**config.mk**
```make
export PLATFORM = sky130hd
export DESIGN_NAME = fmcf_top
export DESIGN_NICKNAME = d
export VERILOG_FILES = /design/src/common/fmcf_pkg.sv /design/src/rtl/fmcf_sync.sv /design/src/rtl/fmcf_failsafe_timer.sv /design/src/rtl/fmcf_top.sv
export SDC_FILE = /design/constraint.sdc
export NUM_CORES = 1
export LEC_CHECK = 0
export BUFFER_PORTS_ARGS = -buffer_cell sky130_fd_sc_hd__buf_4
export CAP_MARGIN = 30
export CORE_MARGIN = 2
export CORE_UTILIZATION = 35
export CTS_CLUSTER_SIZE = 12
export DETAILED_ROUTE_END_ITERATION = 8
export PLACE_DENSITY = 0.64
export SKIP_LAST_GASP = 1
export SYNTH_ARGS = -nofsm -noshare
export SYNTH_HDL_FRONTEND = slang
export SYNTH_SLANG_ARGS = --single-unit
export TNS_END_PERCENT = 1
```
**constraint.sdc**
```tcl
create_clock -name clk -period 2.9 [get_ports clk]
set_clock_uncertainty 0.2 [all_clocks]
set_input_delay 0 -clock clk [delete_from_list [all_inputs] [get_ports clk]]
set_output_delay 0 -clock clk [all_outputs]
set_load 0.01 [all_outputs]
```
**src/common/fmcf_pkg.sv**
```systemverilog
package fmcf_pkg;

  // register addresses, reached through the address pointer
  localparam logic [7:0] REG_EXT_CFG     = 8'h7C;
  localparam logic [7:0] REG_PIN_FUNC    = 8'h7D;
  localparam logic [7:0] REG_MAX_DUTY    = 8'h38;
  localparam logic [7:0] REG_TEMP_OFFSET = 8'h70;
  localparam logic [7:0] REG_TEMP_LIMIT  = 8'h6A;
  localparam logic [7:0] REG_STATUS2     = 8'h42;

  localparam logic [6:0] SMB_DEV_ADDR = 7'h2E;

  // reset values
  localparam logic [7:0] EXT_CFG_RST     = 8'h01;
  localparam logic [7:0] PIN_FUNC_RST    = 8'h00;
  localparam logic [7:0] MAX_DUTY_RST    = 8'hFF;
  localparam logic [7:0] TEMP_OFFSET_RST = 8'h00;
  localparam logic [7:0] TEMP_LIMIT_RST  = 8'h64;
  localparam logic [7:0] PTR_RST         = 8'h00;
  localparam logic [7:0] READ_UNMAPPED   = 8'h00;

  // field positions
  localparam int EXT_LEGACY_BIT   = 0;
  localparam int EXT_LOWFREQ_BIT  = 1;
  localparam int EXT_GPIO_DIR_BIT = 2;
  localparam int EXT_GPIO_POL_BIT = 3;
  localparam int PF_SEL_LSB       = 0;
  localparam int PF_SEL_MSB       = 1;
  localparam int PF_GPIO_OUT_BIT  = 2;
  localparam int ST2_PIN_BIT      = 5;

  // fan duty codes
  localparam logic [7:0] DUTY_FULL = 8'hFF;
  localparam logic [7:0] DUTY_OFF  = 8'h00;

  // extended range stores celsius plus this offset
  localparam logic [9:0] TEMP_EXT_OFFSET = 10'h040;

  // timing
  localparam int CLK_HZ           = 40_000_000;
  localparam int FAILSAFE_TIME_MS = 4600;
  localparam int FAILSAFE_CYCLES  = FAILSAFE_TIME_MS * (CLK_HZ / 1000);

  typedef enum logic [1:0] {
    FMCF_PIN_FOURTH_TACH = 2'b00,
    FMCF_PIN_THERMAL     = 2'b01,
    FMCF_PIN_ALERT       = 2'b10,
    FMCF_PIN_GPIO        = 2'b11
  } fmcf_pin_fn_t;

  typedef enum logic [2:0] {
    FMCF_IDLE,
    FMCF_PTR,
    FMCF_DATA,
    FMCF_EXTRA,
    FMCF_READ
  } fmcf_txn_t;

  // both encodings onto one signed celsius scale
  function automatic logic signed [9:0] fmcf_to_celsius(input logic [7:0] code, input logic legacy);
    if (legacy) begin
      return {{2{code[7]}}, code};
    end
    return $signed({2'b00, code} - TEMP_EXT_OFFSET);
  endfunction

endpackage

```
**src/rtl/fmcf_sync.sv**
```systemverilog
`timescale 1ns/100ps
module fmcf_sync
  import fmcf_pkg::*;
#(
  parameter int W = 1
) (
  input  wire logic         clk,
  input  wire logic         rst_n,
  input  wire logic [W-1:0] async_in,
  output logic      [W-1:0] sync_out
);

  logic [W-1:0] stage1_reg;

  // first stage feeds only the second
  always_ff @(posedge clk) begin
    if (!rst_n) begin
      stage1_reg <= '0;
      sync_out   <= '0;
    end else begin
      stage1_reg <= async_in;
      sync_out   <= stage1_reg;
    end
  end

endmodule // fmcf_sync

```
**src/rtl/fmcf_failsafe_timer.sv**
```systemverilog
`timescale 1ns/100ps
module fmcf_failsafe_timer
  import fmcf_pkg::*;
#(
  parameter int CYCLES = FAILSAFE_CYCLES
) (
  input  wire logic clk,
  input  wire logic rst_n,
  input  wire logic start,
  input  wire logic cancel,
  output logic      expired
);

  localparam int CW = $clog2(CYCLES + 1);
  localparam logic [CW-1:0] LAST = CW'(CYCLES - 1);

  logic [CW-1:0] count_reg;
  logic          running_reg;
  logic          cancelled_reg;

  // once addressed, the timer never rearms
  always_ff @(posedge clk) begin
    if (!rst_n) begin
      cancelled_reg <= 1'b0;
    end else if (cancel) begin
      cancelled_reg <= 1'b1;
    end
  end

  always_ff @(posedge clk) begin
    if (!rst_n) begin
      running_reg <= 1'b0;
      count_reg   <= '0;
      expired     <= 1'b0;
    end else if (cancel || cancelled_reg) begin
      running_reg <= 1'b0;
      expired     <= 1'b0;
    end else if (start) begin
      running_reg <= 1'b1;
      count_reg   <= '0;
      expired     <= 1'b0;
    end else if (running_reg) begin
      if (count_reg == LAST) begin
        running_reg <= 1'b0;
        expired     <= 1'b1;
      end else begin
        count_reg <= count_reg + 1'b1;
      end
    end else begin
      // one-cycle pulse: a level would re-arm fail-safe after a host write
      expired <= 1'b0;
    end
  end

endmodule // fmcf_failsafe_timer

```
**src/rtl/fmcf_top.sv**
```systemverilog
`timescale 1ns/100ps
module fmcf_top
  import fmcf_pkg::*;
#(
  parameter int FAILSAFE_CNT = FAILSAFE_CYCLES
) (
  input  wire logic       clk,
  input  wire logic       rst_n,
  input  wire logic       vcc_good,
  input  wire logic       proc_rail_good,
  input  wire logic       smb_addr_valid,
  input  wire logic [6:0] smb_addr,
  input  wire logic       smb_addr_rw,
  output logic            smb_addr_ack,
  input  wire logic       smb_wr_valid,
  input  wire logic [7:0] smb_wr_data,
  input  wire logic       smb_rd_req,
  output logic [7:0]      smb_rd_data,
  output logic            smb_rd_valid,
  input  wire logic       smb_stop,
  input  wire logic       temp_valid,
  input  wire logic [7:0] temp_code,
  input  wire logic [7:0] loop_duty,
  input  wire logic       alert_req,
  input  wire logic       pin9_in,
  output logic            pin9_out,
  output logic            pin9_oe,
  output logic            fourth_tach_input,
  output logic            thermal_limit_pin,
  output logic            monitor_enable,
  output logic            legacy_range,
  output logic            low_freq_drive,
  output logic [7:0]      temp_offset,
  output logic [7:0]      fan_duty,
  output logic            fan_full_speed
);

  logic [7:0]    ext_cfg_reg;
  logic [7:0]    pin_func_reg;
  logic [7:0]    max_duty_reg;
  logic [7:0]    temp_offset_reg;
  logic [7:0]    temp_limit_reg;
  logic [7:0]    ptr_reg;
  fmcf_txn_t     txn_reg;
  logic          addressed_reg;
  logic          monitor_en_reg;
  logic          fan_run_reg;
  logic          over_temp_reg;
  logic          failsafe_reg;
  logic          proc_rail_prev_reg;
  logic          proc_rail_seen_reg;
  logic          vcc_s;
  logic          proc_rail_s;
  logic          pin9_s;
  logic          txn_done;
  logic          host_write;
  logic          timer_expired;
  logic          force_full;
  logic          gpio_asserted;
  logic [7:0]    status2;
  logic [7:0]    capped_duty;
  fmcf_pin_fn_t  pin_fn;

  fmcf_sync #(
    .W (3)
  ) u_sync (
    .clk      (clk),
    .rst_n    (rst_n),
    .async_in ({vcc_good, proc_rail_good, pin9_in}),
    .sync_out ({vcc_s, proc_rail_s, pin9_s})
  );

  // bus engine side
  assign smb_addr_ack = smb_addr_valid && (smb_addr == SMB_DEV_ADDR);
  assign txn_done     = smb_stop && addressed_reg;
  assign host_write   = (txn_reg == FMCF_DATA) && smb_wr_valid;

  always_ff @(posedge clk) begin
    if (!rst_n) begin
      addressed_reg <= 1'b0;
    end else if (smb_addr_ack) begin
      addressed_reg <= 1'b1;
    end else if (smb_stop) begin
      addressed_reg <= 1'b0;
    end
  end

  // pointer first, data second, anything further ignored
  always_ff @(posedge clk) begin
    if (!rst_n) begin
      txn_reg <= FMCF_IDLE;
    end else if (smb_addr_valid) begin
      if (!smb_addr_ack) begin
        txn_reg <= FMCF_IDLE;
      end else if (smb_addr_rw) begin
        txn_reg <= FMCF_READ;
      end else begin
        txn_reg <= FMCF_PTR;
      end
    end else if (smb_stop) begin
      txn_reg <= FMCF_IDLE;
    end else if (smb_wr_valid) begin
      unique case (txn_reg)
        FMCF_PTR:  txn_reg <= FMCF_DATA;
        FMCF_DATA: txn_reg <= FMCF_EXTRA;
        FMCF_IDLE, FMCF_EXTRA, FMCF_READ: txn_reg <= txn_reg;
      endcase
    end
  end

  always_ff @(posedge clk) begin
    if (!rst_n) begin
      ptr_reg <= PTR_RST;
    end else if ((txn_reg == FMCF_PTR) && smb_wr_valid) begin
      ptr_reg <= smb_wr_data;
    end
  end

  // writable registers; status and unmapped addresses drop writes
  always_ff @(posedge clk) begin
    if (!rst_n) begin
      ext_cfg_reg     <= EXT_CFG_RST;
      pin_func_reg    <= PIN_FUNC_RST;
      max_duty_reg    <= MAX_DUTY_RST;
      temp_offset_reg <= TEMP_OFFSET_RST;
      temp_limit_reg  <= TEMP_LIMIT_RST;
    end else if (host_write) begin
      unique case (ptr_reg)
        REG_EXT_CFG:     ext_cfg_reg     <= smb_wr_data;
        REG_PIN_FUNC:    pin_func_reg    <= smb_wr_data;
        REG_MAX_DUTY:    max_duty_reg    <= smb_wr_data;
        REG_TEMP_OFFSET: temp_offset_reg <= smb_wr_data;
        REG_TEMP_LIMIT:  temp_limit_reg  <= smb_wr_data;
        default:         ext_cfg_reg     <= ext_cfg_reg;
      endcase
    end
  end

  // read answer one cycle after the request
  always_ff @(posedge clk) begin
    if (!rst_n) begin
      smb_rd_data  <= READ_UNMAPPED;
      smb_rd_valid <= 1'b0;
    end else begin
      smb_rd_valid <= smb_rd_req && (txn_reg == FMCF_READ);
      if (smb_rd_req && (txn_reg == FMCF_READ)) begin
        unique case (ptr_reg)
          REG_EXT_CFG:     smb_rd_data <= ext_cfg_reg;
          REG_PIN_FUNC:    smb_rd_data <= pin_func_reg;
          REG_MAX_DUTY:    smb_rd_data <= max_duty_reg;
          REG_TEMP_OFFSET: smb_rd_data <= temp_offset_reg;
          REG_TEMP_LIMIT:  smb_rd_data <= temp_limit_reg;
          REG_STATUS2:     smb_rd_data <= status2;
          default:         smb_rd_data <= READ_UNMAPPED;
        endcase
      end
    end
  end

  // shared pin; one function at a time so one status bit serves all
  assign pin_fn        = fmcf_pin_fn_t'(pin_func_reg[PF_SEL_MSB:PF_SEL_LSB]);
  assign gpio_asserted = (pin9_s == ext_cfg_reg[EXT_GPIO_POL_BIT]);
  assign status2       = (pin_fn == FMCF_PIN_GPIO) ? 8'(gpio_asserted) << ST2_PIN_BIT
                                                  : 8'(pin9_s) << ST2_PIN_BIT;

  always_comb begin
    pin9_out          = 1'b0;
    pin9_oe           = 1'b0;
    fourth_tach_input = 1'b0;
    thermal_limit_pin = 1'b0;
    unique case (pin_fn)
      FMCF_PIN_FOURTH_TACH: begin
        fourth_tach_input = pin9_s;
      end
      FMCF_PIN_THERMAL: begin
        // open drain: pulled low while over temperature
        thermal_limit_pin = !pin9_s;
        pin9_oe           = over_temp_reg;
      end
      FMCF_PIN_ALERT: begin
        pin9_oe = alert_req;
      end
      FMCF_PIN_GPIO: begin
        pin9_oe  = ext_cfg_reg[EXT_GPIO_DIR_BIT];
        pin9_out = pin_func_reg[PF_GPIO_OUT_BIT] ? ext_cfg_reg[EXT_GPIO_POL_BIT]
                                                 : !ext_cfg_reg[EXT_GPIO_POL_BIT];
      end
    endcase
  end

  // monitoring start
  always_ff @(posedge clk) begin
    if (!rst_n) begin
      monitor_en_reg <= 1'b0;
    end else if ((vcc_s && proc_rail_s) || txn_done) begin
      monitor_en_reg <= 1'b1;
    end
  end

  always_ff @(posedge clk) begin
    if (!rst_n) begin
      proc_rail_prev_reg <= 1'b0;
      proc_rail_seen_reg <= 1'b0;
    end else begin
      proc_rail_prev_reg <= proc_rail_s;
      if (proc_rail_s) begin
        proc_rail_seen_reg <= 1'b1;
      end
    end
  end

  // only a rail edge starts the count, so a dead rail never fires it
  fmcf_failsafe_timer #(
    .CYCLES (FAILSAFE_CNT)
  ) u_timer (
    .clk     (clk),
    .rst_n   (rst_n),
    .start   (proc_rail_s && !proc_rail_prev_reg),
    .cancel  (txn_done),
    .expired (timer_expired)
  );

  always_ff @(posedge clk) begin
    if (!rst_n) begin
      failsafe_reg <= 1'b0;
    end else if (host_write) begin
      failsafe_reg <= 1'b0;
    end else if (timer_expired) begin
      failsafe_reg <= 1'b1;
    end
  end

  // unless over temperature or fail-safe forces full speed, fans stay off until the host programs the part
  always_ff @(posedge clk) begin
    if (!rst_n) begin
      fan_run_reg <= 1'b0;
    end else if (host_write) begin
      fan_run_reg <= 1'b1;
    end
  end

  // both codes mapped to celsius; legacy or offset-64 extended
  always_ff @(posedge clk) begin
    if (!rst_n) begin
      over_temp_reg <= 1'b0;
    end else if (temp_valid) begin
      over_temp_reg <= fmcf_to_celsius(temp_code, legacy_range)
                     > fmcf_to_celsius(temp_limit_reg, legacy_range);
    end
  end

  assign force_full  = over_temp_reg || failsafe_reg;
  assign capped_duty = (loop_duty > max_duty_reg) ? max_duty_reg : loop_duty;

  always_ff @(posedge clk) begin
    if (!rst_n) begin
      fan_duty <= DUTY_OFF;
    end else if (force_full) begin
      fan_duty <= DUTY_FULL;
    end else if (fan_run_reg) begin
      fan_duty <= capped_duty;
    end else begin
      fan_duty <= DUTY_OFF;
    end
  end

  assign monitor_enable = monitor_en_reg;
  assign legacy_range   = ext_cfg_reg[EXT_LEGACY_BIT];
  assign low_freq_drive = ext_cfg_reg[EXT_LOWFREQ_BIT];
  assign temp_offset    = temp_offset_reg;
  assign fan_full_speed = force_full;
endmodule // fmcf_top

```
**After elaboration in Yosys (flattened, before gate mapping)**

Index checks and enable logic that the tools add are counted.

- Register bits after elaboration: 111
- Logic and storage cells: 112

- $add $sub $neg: 3
- $lt $le $gt $ge: 2
- Equality and inequality tests: 18
- Muxes and demuxes: 35
- Bitwise operators: 3
- Reductions and logical operators: 29

Operator list:

| operator | number |
|---|---|
| $mux 28 | 3 |
| $mux 10 | 8 |
| $pmux 8 s6 | 1 |
| $eq 8x7->1 const B | 5 |
| $add 28x1->28 const B | 1 |
| $eq 28x28->1 const B | 1 |
| $mux 8 | 3 |
| $sub 8x7->9 const B | 2 |
| $mux 3 | 5 |
| $mux 1 | 12 |
| $reduce_and 2->1 | 6 |
| $gt 10x10->1 | 1 |
| $eq 8x6->1 const B | 1 |
| $gt 8x8->1 | 1 |
| $eq 7x6->1 const B | 1 |
| $logic_and 1x1->1 | 7 |
| $eq 3x2->1 const B | 2 |
| $mux 6 | 1 |
| $pmux 3 s2 | 1 |
| $eq 2x2->1 const B | 2 |
| $reduce_bool 2->1 | 2 |
| $reduce_or 2->1 | 2 |
| $reduce_or 4->1 | 1 |
| $eq 3x1->1 const B | 1 |
| other kinds (14) | 20 |

**Logic depth before layout (Yosys ltp)**

- Depth after elaboration: 7
- Mapped depth: 9
- Depth with buffers taken out: 9

**Cells and area by module**

From an unflattened synthesis, not the netlist that was laid out.

- Cell total of the unflattened synthesis: 655
- Area, all modules: 5676.7 um2

By module, submodules not included:

| module | times used | cells an instance | area each (um2) | seq. area each (um2) |
|---|---|---|---|---|
| fmcf_top | 1 | 453 | 3883.7 | 1481.4 |
| fmcf_failsafe_timer | 1 | 190 | 1635.3 | 620.6 |
| fmcf_sync | 1 | 12 | 157.7 | 120.1 |

**Least setup slack after synthesis**

No wires, ideal clock.

- Path type: reg2reg
- Start point: reg ext_cfg_reg[0]
- End point: reg over_temp_reg
- Data arrival time: 2.089 ns
- Setup slack: 0.495 ns
- Stages on the path, launching flop included: 9
- Clock period less this slack: 2.405 ns
- Cells stage by stage: dfxtp_1 > clkbuf_1 > mux2_2 > ha_1 > nor4bb_1 > nor4_1 > o2111ai_1 > a31oi_1 > nor2_1

- Cells in the longest elaborated chain, start to end: 7
- Elaborated cells between the ends (all ways): 10
- Those cells by class: order compare (1); mux (9)

Ends and longest elaborated chain:

| item | RTL line | RTL |
|---|---|---|
| start: declaration | fmcf_top.sv:38 | `logic [7:0] ext_cfg_reg;` |
| start signal: assignment | fmcf_top.sv:129 | `REG_EXT_CFG: ext_cfg_reg <= smb_wr_data;` |
| start signal: assignment | fmcf_top.sv:134 | `default: ext_cfg_reg <= ext_cfg_reg;` |
| $mux 1 (*) | fmcf_pkg.sv:61 | `if (legacy) begin` |
| $mux 1 (*) | fmcf_top.sv:246 | `end else if (temp_valid) begin` |
| $mux 1 (*) | fmcf_top.sv:244 | `if (!rst_n) begin` |
| $mux 10 | fmcf_pkg.sv:64 | `return $signed({2'b00, code} - TEMP_EXT_OFFSET);` |
| $mux 10 | fmcf_top.sv:246 |  |
| $mux 10 | fmcf_top.sv:244 |  |
| $gt 10x10->1 (*) | fmcf_top.sv:248 | `> fmcf_to_celsius(temp_limit_reg, legacy_range);` |
| end signal: assignment | fmcf_top.sv:247 | `over_temp_reg <= fmcf_to_celsius(temp_code, legacy_range)` |
| end: declaration | fmcf_top.sv:48 | `logic over_temp_reg;` |

Mark *: on every way between the ends. The rest lies on a longest branch, timed or not. The select of a mux whose other input is x is not followed.
A chain may end at the register's enable or synchronous reset.

**Worst setup path in the final report**

- Start point: reg temp_limit_reg[6]
- End point: reg over_temp_reg

- Cells in the longest elaborated chain, start to end: 5
- Elaborated cells between the ends (all ways): 6
- Those cells by class: add/sub (1); order compare (1); mux (4)

Ends and longest elaborated chain:

| item | RTL line | RTL |
|---|---|---|
| start: declaration | fmcf_top.sv:42 | `logic [7:0] temp_limit_reg;` |
| start signal: assignment | fmcf_top.sv:133 | `REG_TEMP_LIMIT: temp_limit_reg <= smb_wr_data;` |
| $sub 8x7->9 or $mux 10 (tied branches) | fmcf_pkg.sv:64, fmcf_pkg.sv:61 |  |
| $mux 10 (*) | fmcf_pkg.sv:64 |  |
| $mux 10 (*) | fmcf_top.sv:246 |  |
| $mux 10 (*) | fmcf_top.sv:244 |  |
| $gt 10x10->1 (*) | fmcf_top.sv:248 |  |

Marked as above.

==> impl_metrics.csv <==
group,metric,value,unit
clocking,cts.clk_slew.worst_paths,0.07,ns
drt,wirelength,14600,um
drt,postRouteAntennaNets,0,
clocking,number_of_cts_inserted_buffers,9,
layout,flow.area_growth_from_synthesis,25.8,%
worst_setup_path,worstReg2RegStart,"temp_limit_reg[6]$_SDFFE_PN1P_",
power,power_per_cell_area,430,nW/um2
worst_setup_path,critical_path.startpoint,"temp_limit_reg[6]$_SDFFE_PN1P_",
clocking,cts.repair.resized,0,
sta,fin_tns_setup,0,ns
sta,fmaxAchievable,384,MHz
layout,drive_above_1_share,16.5,%
global_route,globalRoute.totalOverflow,0,
sta,maxSlewHeadroom,43.5,%
worst_setup_path,worstRegToRegCells,9,
drt,remaining_design_rule_violation_count,0,
logic_synthesis,synthesis.area,5460,um2
clocking,cts_num_sinks,111,
global_route,antenna_found_initial,0,
drt,first_iter_violations,335,
sta,report.final.setup_viol,0,
clocking,post_cts.repair.setup_buffers,0,
drt,routed-via-count,4916,
drt,via_per_inst,5.41,
sta,worst_pin_slew,0.841,ns
worst_setup_path,worst_setup_path_end_kind,"register",
run_status,outcome,"finished, final reports clean",
sta,timing.final.crit_share,89.7,%
sta,post-route-min-period,2.60,ns
sta,timing.final.max_slew_violations,0,
worst_setup_path,regToRegEndpoint,"over_temp_reg$_SDFFE_PN0P_",
logic_synthesis,netlist_instances,616,
worst_setup_path,setup.reg_to_reg.worst_slack,0.30,ns
global_route,grt_start_max_net_pins,44,
logic_synthesis,ys_seq_area_share,40.7,%
power,p_total,2960,uW
worst_setup_path,worst-setup-path-type,"reg -> reg",
worst_setup_path,critical_path_required,2.94,ns
logic_synthesis,netlist_top_cells_area,"dfxtp_1 (41%), nand2_1 (5.1%), ha_1 (4.4%)",
place,placement.io_buffers,76,
layout,largest_reg_flops,28,
floorplan,std_cell_rows,45,
clocking,clk_root_buffer_cell,"clkbuf_16",
clocking,insertion_delay,0.35,ns
worst_hold_path,worst_min_delay_path_class,"in -> reg",
logic_synthesis,postSynthAreaPerCell,8.87,um2
drt,detail_route.wl_per_cell,16.1,um
worst_setup_path,crit_path_max_fanout,6,
floorplan,ios,77,
layout,n_antenna_cell,0,
worst_setup_path,startpoint_type,"register",
sta,grt_setup_unrepaired,"no",
drt,detail_route.first_pass.iterations,5,
power,vdd_drop_max,0.293,mV
clocking,tritoncts,"built",
logic_synthesis,yosysUniqueCellTypes,67,
global_route,grt_first_pass_wirelength,23600,um
job,timing.max_cap.violations,0,
place,routabilityCongestion,0.904,
logic_synthesis,portion_of_synthesized_cell_area_occupied_by_the_leading_cell_type,40.7,%
clocking,post_cts_hold_buffer_count,36,
place,pre_cts_ws,0.312,ns
floorplan,die-height,129,um
worst_setup_path,timing.critical_path.arrival,2.64,ns
logic_synthesis,yosysTopAreaCell,"dfxtp_1",
logic_synthesis,synth.ff_latch_count,111,
worst_setup_path,critPathCapture,"over_temp_reg$_SDFFE_PN0P_",
clocking,htree_num_levels,3,
sta,postLayoutSetupSlackWorst,0.299,ns
logic_synthesis,synth-warning-count,0,
global_route,first_global_vias,4578,
global_route,globalRouteTotalUtil,17.8,%
clocking,cts_max_path_buffers,2,
floorplan,fp.dieW,129,um
place,hpwl,10700,um
logic_synthesis,synthArstFlopShare,0,%
logic_synthesis,synth-edff-count,0,
floorplan,core,15200,um2
floorplan,die_area,16600,um2
sta,hold_violations_final,0,
logic_synthesis,synth_ff_type,"dfxtp_1",
layout,fillCellCount,1473,
power,static-leakage-power,0.00277,uW
layout,nets,778,
logic_synthesis,syn_nets,678,
floorplan,initial_utilization,35.9,%
==> layout by cell type (no fill, tap or decap), types with 10 or more instances in the layout <==
cell	instances
inv_1	29
nand3_1	31
dfxtp_1	111
o21ai_0	15
nor2b_1	22
nand2_1	74
nor2_1	20
and2_1	13
ha_1	19
mux2i_1	22
o21a_1	10
dlygate4sd3_1	36
buf_4	87
xnor2_1	14
a21oi_1	34
a21boi_0	22
==> Yosys cell counts (all sizes together) (16+ instances only) <==
cell    instances
a21oi          34
ha             19
nand3          31
nor2b          22
o21ai          16
a21boi         22
nand2          74
nor2           20
dfxtp         111
mux2i          22
clkbuf         29
inv            29
==> cells by family after synthesis <==
family          Yosys count  share of synthesized area, %
simple gates            231                          23.7
compound gates          153                          19.8
flops                   111                          40.7
buf+inv                  63                          4.51
mux                      25                          4.65
fa+ha+maj                19                          4.35
xor+xnor                 14                          2.25
==> stage by stage <==
stage | instance area, um2 | hold WS, ns | cells | utilization (%)
5_1_grt | 6870 | 0.0906 | 909 | 45.2
4_1_cts | 6870 | 0.0342 | 909 | 45.2
2_1_floorplan | 5460 | -0.0727 | 616 | -
3_5_place_dp | 6230 | 0.0205 | 857 | 41.0
3_3_place_gp | 6230 | 0.00692 | 857 | 41.0
6_report | 6870 | 0.0440 | 909 | 45.2
==> where the power goes <==
part	leakage [uW]	switching [uW]	internal [uW]
clock	0.000134	570	615
combinational	0.00174	102	119
sequential	0.000898	12.0	1540
total	0.00277	684	2270
==> worst max-delay path: stages, from the launching register on <==
cell,delay (ns)
dfxtp_1,0.42
inv_1,0.07
ha_1,0.29
mux2_2,0.27
ha_1,0.31
nor4bb_1,0.15
nor4_1,0.36
o2111ai_1,0.17
a31oi_1,0.19
nor2_1,0.06
==> layer usage <==
metal | share of wire [%] | GRT usage, %
met4 | 1.4 | 5.50
met3 | 3.1 | 2.54
met5 | 0 | 0
met2 | 47 | 29.0
met1 | 48 | 24.6
==> how the worst min path moves through the flow <==
stage | endpoint | start | slack (ns) | depth (start not counted)
6_report | over_temp_reg$_SDFFE_PN0P_ | temp_code[1] | 0.04 | 6
5_1_grt | over_temp_reg$_SDFFE_PN0P_ | temp_code[1] | 0.09 | 6
4_1_cts | over_temp_reg$_SDFFE_PN0P_ | temp_code[1] | 0.03 | 6
3_5_place_dp | u_sync.stage1_reg[2]$_SDFF_PN0_ | vcc_good | 0.02 | 2
3_3_place_gp | u_sync.stage1_reg[1]$_SDFF_PN0_ | proc_rail_good | 0.007 | 2
2_1_floorplan | u_sync.stage1_reg[0]$_SDFF_PN0_ | pin9_in | -0.07 | 1
==> final cells by class <==
cell class | count | area [um2] | share of cell area [%]
Multi-Input combinational cell | 442 | 3010 | 43.8
Sequential cell | 111 | 2220 | 32.3
Timing Repair Buffer | 123 | 1010 | 14.8
Clock buffer | 11 | 243 | 3.53
Tap cell | 188 | 235 | 3.42
Inverter | 29 | 109 | 1.58
Clock inverter | 5 | 40.0 | 0.583
Note: power is estimated with default switching activity, not from simulation.
